**config.mk**
```make
export PLATFORM = sky130hd
export DESIGN_NAME = clmpc_top
export DESIGN_NICKNAME = d
export VERILOG_FILES = /design/src/clmpc_pkg.sv /design/src/clmpc_lock_filter.sv /design/src/clmpc_top.sv
export VERILOG_INCLUDE_DIRS = /design/src
export SDC_FILE = /design/constraint.sdc
export NUM_CORES = 1
export LEC_CHECK = 0
export ABC_AREA = 0
export ABC_CLOCK_PERIOD_IN_PS = 2200
export BUFFER_PORTS_ARGS = -buffer_cell sky130_fd_sc_hd__buf_2
export CAP_MARGIN = 20
export CORE_MARGIN = 2
export CORE_UTILIZATION = 51
export CTS_BUF_LIST = sky130_fd_sc_hd__clkbuf_4
export DETAILED_ROUTE_END_ITERATION = 10
export MAX_ROUTING_LAYER = met4
export PLACE_DENSITY = 0.79
export SKIP_CTS_REPAIR_TIMING = 1
export SLEW_MARGIN = 20
export SYNTH_ARGS = -nofsm -noshare
export SYNTH_HDL_FRONTEND = slang
export SYNTH_HIERARCHICAL = 1
export SYNTH_SLANG_ARGS = --single-unit
export TNS_END_PERCENT = 1
```
**constraint.sdc**
```tcl
create_clock -name aclk -period 2.2 [get_ports aclk]
set_input_delay 0.44 -clock aclk [delete_from_list [all_inputs] [get_ports aclk]]
set_output_delay 0.44 -clock aclk [all_outputs]
set_load 0.02 [all_outputs]
```
**src/clmpc_defines.svh**
```systemverilog
`ifndef CLMPC_DEFINES_SVH
`define CLMPC_DEFINES_SVH

// Register indices; each register owns one aligned word, so its byte
// address is the index times four.
`define CLMPC_IDX_CTL 6'h34
`define CLMPC_IDX_EYE 6'h33
`define CLMPC_IDX_STAT 6'h10
`define CLMPC_IDX_MASK 6'h11
`define CLMPC_IDX_COUNT 6'h12
// Register byte addresses.
`define CLMPC_ADDR_CTL {`CLMPC_IDX_CTL, 2'b00}
`define CLMPC_ADDR_EYE {`CLMPC_IDX_EYE, 2'b00}
`define CLMPC_ADDR_STAT {`CLMPC_IDX_STAT, 2'b00}
`define CLMPC_ADDR_MASK {`CLMPC_IDX_MASK, 2'b00}
`define CLMPC_ADDR_COUNT {`CLMPC_IDX_COUNT, 2'b00}
// Field positions in the control register.
`define CLMPC_CTL_RDY 7
`define CLMPC_CTL_LPDIS 6
`define CLMPC_CTL_CNT_HI 5
`define CLMPC_CTL_CNT_LO 4
// Reset values.
`define CLMPC_CTL_RESET 8'h3f
`define CLMPC_EYE_RESET 8'h88
// Status bits: ppm ready, lock lost, powered down.
`define CLMPC_ST_PPM 0
`define CLMPC_ST_LOSS 1
`define CLMPC_ST_PD 2
`define CLMPC_ST_W 3
// Power-down delay in ms and its cycle count at 125 MHz.
`define CLMPC_PD_DELAY_MS 100
`define CLMPC_CLK_KHZ 125000
`define CLMPC_PD_CYCLES (`CLMPC_PD_DELAY_MS * `CLMPC_CLK_KHZ)
// Bus responses.
`define CLMPC_RESP_OKAY 2'b00
`define CLMPC_RESP_SLVERR 2'b10

`endif

```
**src/clmpc_pkg.sv**
```systemverilog
package clmpc_pkg;
	typedef logic [31:0] clmpc_word_type;
	typedef logic [7:0] clmpc_addr_type;
	typedef enum logic [2:0]
	{
		CLMPC_UNLOCKED = 3'b001,
		CLMPC_LOCKED = 3'b010,
		CLMPC_RECHECK = 3'b100
	} clmpc_lock_type;
endpackage

```
**src/clmpc_lock_filter.sv**
```systemverilog
`timescale 1ns/1ns
`include "clmpc_defines.svh"
// Lock-loss filter: repeats failing lock checks before declaring loss.
module clmpc_lock_filter
(
	input wire logic aclk,
	input wire logic aresetn,
	input wire logic check_strobe,
	input wire logic lock_ok,
	input wire logic [1:0] retries,
	output logic locked,
	output logic lost_pulse
);
	import clmpc_pkg::*;

	clmpc_lock_type state_q;
	logic [1:0] fail_q;

	// One evaluation per check strobe.
	always_ff @(posedge aclk)
	begin
		lost_pulse <= 1'b0;
		if (!aresetn)
		begin
			state_q <= CLMPC_UNLOCKED;
			fail_q <= 2'h0;
			locked <= 1'b0;
		end
		else if (check_strobe)
		begin
			case (state_q)
				CLMPC_UNLOCKED:
				begin
					if (lock_ok)
					begin
						state_q <= CLMPC_LOCKED;
						locked <= 1'b1;
					end
				end
				CLMPC_LOCKED:
				begin
					if (!lock_ok && retries == 2'h0)
					begin
						state_q <= CLMPC_UNLOCKED;
						locked <= 1'b0;
						lost_pulse <= 1'b1;
					end
					else if (!lock_ok)
					begin
						state_q <= CLMPC_RECHECK;
						fail_q <= 2'h1;
					end
				end
				CLMPC_RECHECK:
				begin
					if (lock_ok)
					begin
						state_q <= CLMPC_LOCKED;
						fail_q <= 2'h0;
					end
					else if (fail_q >= retries)
					begin
						state_q <= CLMPC_UNLOCKED;
						fail_q <= 2'h0;
						locked <= 1'b0;
						lost_pulse <= 1'b1;
					end
					else
						fail_q <= fail_q + 2'h1;
				end
				default:
				begin
					state_q <= CLMPC_UNLOCKED;
					locked <= 1'b0;
				end
			endcase
		end
	end
endmodule

```
**src/clmpc_top.sv**
```systemverilog
`timescale 1ns/1ns
`include "clmpc_defines.svh"
module clmpc_top
#(
	parameter int unsigned PD_CYCLES = `CLMPC_PD_CYCLES
)
(
	input wire logic aclk,
	input wire logic aresetn,
	input wire clmpc_pkg::clmpc_addr_type s_axi_awaddr,
	input wire logic s_axi_awvalid,
	output logic s_axi_awready,
	input wire clmpc_pkg::clmpc_word_type s_axi_wdata,
	input wire logic [3:0] s_axi_wstrb,
	input wire logic s_axi_wvalid,
	output logic s_axi_wready,
	output logic [1:0] s_axi_bresp,
	output logic s_axi_bvalid,
	input wire logic s_axi_bready,
	input wire clmpc_pkg::clmpc_addr_type s_axi_araddr,
	input wire logic s_axi_arvalid,
	output logic s_axi_arready,
	output clmpc_pkg::clmpc_word_type s_axi_rdata,
	output logic [1:0] s_axi_rresp,
	output logic s_axi_rvalid,
	input wire logic s_axi_rready,
	input wire logic signal_detect,
	input wire logic ppm_count_done,
	input wire logic [15:0] ppm_count,
	input wire logic lock_check_strobe,
	input wire logic lock_check_ok,
	output logic cdr_locked,
	output logic channel_power_down,
	output logic irq
);
	import clmpc_pkg::*;

	logic [7:0] ctl_q;
	logic [7:0] eye_q;
	logic [15:0] count_q;
	logic [`CLMPC_ST_W-1:0] stat_q;
	logic [`CLMPC_ST_W-1:0] mask_q;
	logic [31:0] pd_cnt_q;
	logic aw_q;
	logic w_q;
	clmpc_addr_type awaddr_q;
	clmpc_word_type wdata_q;
	logic wstrb_q;
	logic wr_go;
	logic locked;
	logic lost_pulse;
	logic [`CLMPC_ST_W-1:0] events;
	logic [`CLMPC_ST_W-1:0] w1c;

	////////////////////////////////////////////////////////////////////
	// Builds the word read back at a given address.
	function automatic clmpc_word_type read_word(input clmpc_addr_type a);
		begin
			case (a)
				`CLMPC_ADDR_CTL: read_word = {24'h00_0000, ctl_q};
				`CLMPC_ADDR_EYE: read_word = {24'h00_0000, eye_q};
				`CLMPC_ADDR_STAT: read_word = {29'h0000_0000, stat_q};
				`CLMPC_ADDR_MASK: read_word = {29'h0000_0000, mask_q};
				`CLMPC_ADDR_COUNT: read_word = {16'h0000, count_q};
				default: read_word = 32'h0000_0000;
			endcase
		end
	endfunction

	// True for an address that decodes to a register.
	function automatic logic mapped(input clmpc_addr_type a);
		begin
			mapped = (a == `CLMPC_ADDR_CTL) || (a == `CLMPC_ADDR_EYE) ||
				(a == `CLMPC_ADDR_STAT) || (a == `CLMPC_ADDR_MASK) ||
				(a == `CLMPC_ADDR_COUNT);
		end
	endfunction

	// True once the power-down timer has reached its end count.
	function automatic logic pd_due(input logic [31:0] c);
		begin
			pd_due = (c >= PD_CYCLES - 1);
		end
	endfunction

	////////////////////////////////////////////////////////////////////
	// Write channel capture: address and data taken in either order.
	assign wr_go = aw_q && w_q && !s_axi_bvalid;

	always_ff @(posedge aclk)
	begin
		if (!aresetn)
		begin
			aw_q <= 1'b0;
			w_q <= 1'b0;
			s_axi_awready <= 1'b0;
			s_axi_wready <= 1'b0;
			s_axi_bvalid <= 1'b0;
			s_axi_bresp <= `CLMPC_RESP_OKAY;
			awaddr_q <= 8'h00;
			wdata_q <= 32'h0000_0000;
			wstrb_q <= 1'b0;
		end
		else
		begin
			s_axi_awready <= !aw_q && !s_axi_awready && s_axi_awvalid;
			s_axi_wready <= !w_q && !s_axi_wready && s_axi_wvalid;
			if (s_axi_awvalid && s_axi_awready)
			begin
				aw_q <= 1'b1;
				awaddr_q <= s_axi_awaddr;
			end
			if (s_axi_wvalid && s_axi_wready)
			begin
				w_q <= 1'b1;
				wdata_q <= s_axi_wdata;
				// The strobe belongs to the data beat, so keep it with it.
				wstrb_q <= s_axi_wstrb[0];
			end
			if (wr_go)
			begin
				aw_q <= 1'b0;
				w_q <= 1'b0;
				s_axi_bvalid <= 1'b1;
				s_axi_bresp <= mapped(awaddr_q) ? `CLMPC_RESP_OKAY :
					`CLMPC_RESP_SLVERR;
			end
			else if (s_axi_bvalid && s_axi_bready)
				s_axi_bvalid <= 1'b0;
		end
	end

	// Read channel: one answer per taken address.
	always_ff @(posedge aclk)
	begin
		if (!aresetn)
		begin
			s_axi_arready <= 1'b0;
			s_axi_rvalid <= 1'b0;
			s_axi_rdata <= 32'h0000_0000;
			s_axi_rresp <= `CLMPC_RESP_OKAY;
		end
		else
		begin
			s_axi_arready <= !s_axi_arready && !s_axi_rvalid &&
				s_axi_arvalid;
			if (s_axi_arvalid && s_axi_arready)
			begin
				s_axi_rvalid <= 1'b1;
				s_axi_rdata <= read_word(s_axi_araddr);
				s_axi_rresp <= mapped(s_axi_araddr) ? `CLMPC_RESP_OKAY :
					`CLMPC_RESP_SLVERR;
			end
			else if (s_axi_rvalid && s_axi_rready)
				s_axi_rvalid <= 1'b0;
		end
	end

	////////////////////////////////////////////////////////////////////
	// Control, threshold and mask registers; the ready flag is hardware set.
	always_ff @(posedge aclk)
	begin
		if (!aresetn)
		begin
			ctl_q <= `CLMPC_CTL_RESET;
			eye_q <= `CLMPC_EYE_RESET;
			mask_q <= '0;
		end
		else
		begin
			if (wr_go && wstrb_q)
			begin
				if (awaddr_q == `CLMPC_ADDR_CTL)
					ctl_q <= wdata_q[7:0];
				if (awaddr_q == `CLMPC_ADDR_EYE)
					eye_q <= wdata_q[7:0];
				if (awaddr_q == `CLMPC_ADDR_MASK)
					mask_q <= wdata_q[`CLMPC_ST_W-1:0];
			end
			if (ppm_count_done)
				ctl_q[`CLMPC_CTL_RDY] <= 1'b1;
		end
	end

	always_ff @(posedge aclk)
	begin
		if (!aresetn)
			count_q <= 16'h0000;
		else if (ppm_count_done)
			count_q <= ppm_count;
	end

	////////////////////////////////////////////////////////////////////
	// Power-down timer runs while signal detect is low and the power-down disable bit is clear.
	always_ff @(posedge aclk)
	begin
		if (!aresetn)
		begin
			pd_cnt_q <= 32'h0000_0000;
			channel_power_down <= 1'b0;
		end
		else if (signal_detect || ctl_q[`CLMPC_CTL_LPDIS])
		begin
			pd_cnt_q <= 32'h0000_0000;
			channel_power_down <= 1'b0;
		end
		else if (pd_due(pd_cnt_q))
			channel_power_down <= 1'b1;
		else
			pd_cnt_q <= pd_cnt_q + 32'h0000_0001;
	end

	////////////////////////////////////////////////////////////////////
	// Lock-loss filter with programmable retries.
	clmpc_lock_filter u_filter
	(
		.aclk(aclk),
		.aresetn(aresetn),
		.check_strobe(lock_check_strobe),
		.lock_ok(lock_check_ok),
		.retries(ctl_q[`CLMPC_CTL_CNT_HI:`CLMPC_CTL_CNT_LO]),
		.locked(locked),
		.lost_pulse(lost_pulse)
	);

	// Lock output registered straight from the filter.
	always_ff @(posedge aclk)
	begin
		if (!aresetn)
			cdr_locked <= 1'b0;
		else
			cdr_locked <= locked;
	end

	////////////////////////////////////////////////////////////////////
	// Sticky status; a set in the clear cycle wins.
	always_comb
	begin
		events = '0;
		events[`CLMPC_ST_PPM] = ppm_count_done;
		events[`CLMPC_ST_LOSS] = lost_pulse;
		events[`CLMPC_ST_PD] = !signal_detect &&
			!ctl_q[`CLMPC_CTL_LPDIS] && pd_due(pd_cnt_q) &&
			!channel_power_down;
		w1c = '0;
		if (wr_go && wstrb_q && awaddr_q == `CLMPC_ADDR_STAT)
			w1c = wdata_q[`CLMPC_ST_W-1:0];
	end

	always_ff @(posedge aclk)
	begin
		if (!aresetn)
		begin
			stat_q <= '0;
			irq <= 1'b0;
		end
		else
		begin
			stat_q <= (stat_q & ~w1c) | events;
			irq <= |(((stat_q & ~w1c) | events) & mask_q);
		end
	end
endmodule
```
==> flow_metrics.env <==
export IMPL_path_class="flop to flop"
export IMPL_synth_area_um2=5540
export IMPL_die_area_um2=11700
export IMPL_rsz0062_at_grt="yes"
export IMPL_max_stage_delay_ns=0.51
export IMPL_die_h_um=108
export IMPL_hold_viol=0
export IMPL_avgSynthCellArea_um2=8.97
export IMPL_maxSlewViolCount=0
export IMPL_yosysTopAreaCell="dfxtp_1"
export IMPL_grt_pass1_wl_mm=20.6
export IMPL_busiest_layer="met2"
export IMPL_synthArstFlopShare_pct=0
export IMPL_crit_buf_inv=0
export IMPL_synth_edf_count=0
export IMPL_rows=38
export IMPL_r2r_start="pd_cnt_q[1]$_SDFFE_PP0P_"
export IMPL_path_clk_slew_ns=0.13
export IMPL_worst_pin_slew_ns=0.604
export IMPL_internal_power_mw=2.87
export IMPL_cp_end_kind="flop"
export IMPL_finalCriticalPeriod_ns=2.13
export IMPL_clockRootBuffer="clkbuf_4"
export IMPL_dpl_cell_count=821
export IMPL_synth_most_common_cell="dfxtp_1"
export IMPL_maxSlewHeadroom_pct=59.4
export IMPL_leakagePower_nw=2.75
export IMPL_pwr_share_clk_pct=36.1
export IMPL_path_delay_family="compound AO/OA/AOI/OAI gates"
export IMPL_grt_total_usage_pct=22.7
export IMPL_drtIter0Drc=276
export IMPL_cts_inserted_buffers=17
export IMPL_skew_ns=0.0172
export IMPL_nNetsFinal=788
export IMPL_setup_viol=0
export IMPL_clock_latency_ns=0.53
export IMPL_power_density_nw_per_um2=635
export IMPL_fin_crit_sh_pct=96.7
export IMPL_critPathLaunchType="flop"
export IMPL_dp_slack_ns=0.0384
export IMPL_synth_xor_area_share_pct=0
export IMPL_vias=4743
export IMPL_hpwlAfterDp_mm=9.02
export IMPL_p_sw_mw=1.19
export IMPL_grtUsageMet3_pct=4.64
export IMPL_synthAdderAreaFrac_pct=0.677
export IMPL_stdcell_count=859
export IMPL_regToRegEndpoint="pd_cnt_q[18]$_SDFFE_PP0P_"
export IMPL_first_pass_iters=5
export IMPL_synthTopCellsByArea="dfxtp_1 (44%), mux2i_1 (7.8%), nand2_1 (5.6%)"
export IMPL_fillers=895
export IMPL_synth_cell_types=68
export IMPL_drc=0
export IMPL_startpoint="pd_cnt_q[1]$_SDFFE_PP0P_"
export IMPL_antenna_cells=0
export IMPL_grt_util_met2_pct=37.2
export IMPL_viasPerCell=5.52
export IMPL_coreArea_um2=10700
export IMPL_synth_commonest_cells="dfxtp_1 (122), nand2_1 (82), mux2i_1 (43)"
export IMPL_ir_worst_vdd_v=0.000486
export IMPL_cp_endpoint="pd_cnt_q[18]$_SDFFE_PP0P_"
export IMPL_postSynthCellCount=618
export IMPL_yosysWarnings=6
export IMPL_ctsLongestPathBuffers=2
export IMPL_synth_top_family_by_area="simple AND/OR/NAND/NOR gates"
export IMPL_die_width_um=108
export IMPL_htreeDepth=4
export IMPL_synth_compound_area_share_pct=16.6
export IMPL_first_global_vias=4509
export IMPL_r2r_setup_slack_ns=0.07
export IMPL_ys_ff_latch=122
export IMPL_crit_required_ns=2.67
export IMPL_tns_ns=0
export IMPL_hp_class="input port to flop"
export IMPL_ios=123
export IMPL_grt_met1_usage_pct=27.0
export IMPL_port_buffers=77
export IMPL_ys_flop_type="dfxtp_1"
export IMPL_wl_per_cell_um=14.9
export IMPL_yosysSeqAreaShare_pct=44.1
export IMPL_slowest_stage="or4_1"
export IMPL_routed_wl_mm=12.8
export IMPL_area_delta_synth_final_pct=15.2
export IMPL_cp_arrival_ns=2.60
export IMPL_power_share_switching_pct=29.3
export IMPL_worstRegToRegCells=6
export IMPL_gp_congestion=0.855
export IMPL_grt_ovfl_total=0
export IMPL_cp_max_fo=7
export IMPL_numClockSinks=122
export IMPL_status="complete, no violations"
export IMPL_drtAntennaViolNets=0
export IMPL_whs_ns=0.125
export IMPL_cts_tree="built"
export IMPL_worstPathCellList="ha_2, and4_1, o41a_1, o211a_2, or4_1, a21oi_1"
export IMPL_initial_core_util_pct=51.8
export IMPL_synth_simple_area_share_pct=25.3
export IMPL_antenna_found_initial=0
export IMPL_grt_max_degree=50
export IMPL_worst_slack_ns=0.0720
export IMPL_muxShareOfSynthArea_pct=7.77
export IMPL_critical_path_depth=6
export IMPL_comb_power_share_pct=7.3
export IMPL_maxCapViolations=0
export IMPL_seqPwrFrac_pct=56.6
export IMPL_synth_top_area_share_pct=44.1
export IMPL_fmax_ghz=0.470
export IMPL_drive_above_1_share_pct=21.4
## cells by family (layout without fill, tap and decap cells)
group,count (synthesis),after routing
adders and majority gates,3,3
and+or+nand+nor,259,259
muxes,43,43
AOI/OAI and AO/OA,130,131
DFF,122,122
buffers and inverters,60,143
other,1,18
## through the flow
stage	power [mW]	util, %	instance area, um^2
finish	4.06	59.7	6380
detailed placement	2.64	56.6	6060
CTS	4.08	59.1	6320
global route	4.22	59.7	6380
global placement	2.63	56.6	6060
floorplan	2.56	-	5610
## tightest hold or removal path, cell delays in order
cell and delay (ns):
buf_2 0.11, nand2_1 0.05, nor3_1 0.03
## worst min path at each step
stage                                         start                  endpoint  slack, ns  cells after the start
after floorplan            awaddr_q[6]$_SDFFE_PN0P_  awaddr_q[6]$_SDFFE_PN0P_       0.44                      2
after global placement    s_axi_rvalid$_SDFFE_PN0P_  s_axi_arready$_SDFF_PN0_       0.43                      1
after detailed placement   s_axi_arready$_SDFF_PN0_  s_axi_arready$_SDFF_PN0_       0.45                      1
after CTS                             s_axi_arvalid  s_axi_arready$_SDFF_PN0_       0.09                      3
after global routing                  s_axi_arvalid  s_axi_arready$_SDFF_PN0_       0.09                      3
final                                 s_axi_arvalid  s_axi_arready$_SDFF_PN0_       0.12                      3
## registers in the layout (all words and copies together) (netlist names), 2 cells and up
register and flops:
stat_q 3, u_filter/state_q 3, mask_q 3, awaddr_q 8
count_q 16, ctl_q 8, wdata_q 8, eye_q 8
s_axi_rdata 16, u_filter/fail_q 2, pd_cnt_q 32
## layout make-up
cell class	count	area (um^2)	share of cell area [%]
repair buffers	102	586	9.17
well taps	140	175	2.74
flip-flops and latches	122	2440	38.3
clock buffers	17	128	2.00
clock inverters	15	131	2.06
inverters	9	33.8	0.529
multi-input cells	454	2890	45.2
## power groups by stage
| stage | clock, mW | sequential (mW) | combinational (mW) |
|---|---|---|---|
| floorplan | 0 | 2.34 | 0.218 |
| global placement | 0 | 2.34 | 0.284 |
| detailed placement | 0 | 2.34 | 0.296 |
| CTS | 1.49 | 2.29 | 0.296 |
| global route | 1.59 | 2.30 | 0.329 |
| finish | 1.46 | 2.30 | 0.298 |
## metal layers
| metal | wire (um) | up-vias |
|---|---|---|
| met5 | 0 | - |
| met1 | 5630 | 2234 |
| met4 | 252 | 0 |
| li1 | - | 2368 |
| met2 | 6370 | 115 |
| met3 | 517 | 26 |
## cell usage in the layout (no fill, tap or decap), types with 4 or more instances in the layout
master	netlist	layout
dfxtp_1	122	121
clkbuf_4	0	17
or4_1	7	6
nand2b_1	6	6
o211ai_1	5	5
nor2_1	19	19
nand2_1	82	82
o31ai_1	5	5
or3_1	10	10
nor2b_1	30	30
inv_1	9	9
conb_1	1	18
a21boi_0	27	27
a21o_1	4	4
nand4_1	14	14
nand3_1	30	30
buf_2	2	77
a32o_1	6	6
o21ai_0	24	24
a22oi_1	5	5
nor3b_1	4	4
inv_6	0	7
buf_4	18	24
a21oi_1	24	21
mux2i_1	43	43
nor3_1	8	8
and4_1	5	5
and2_1	15	15
and3_1	7	7
Note: power is estimated with default switching activity, not from simulation.
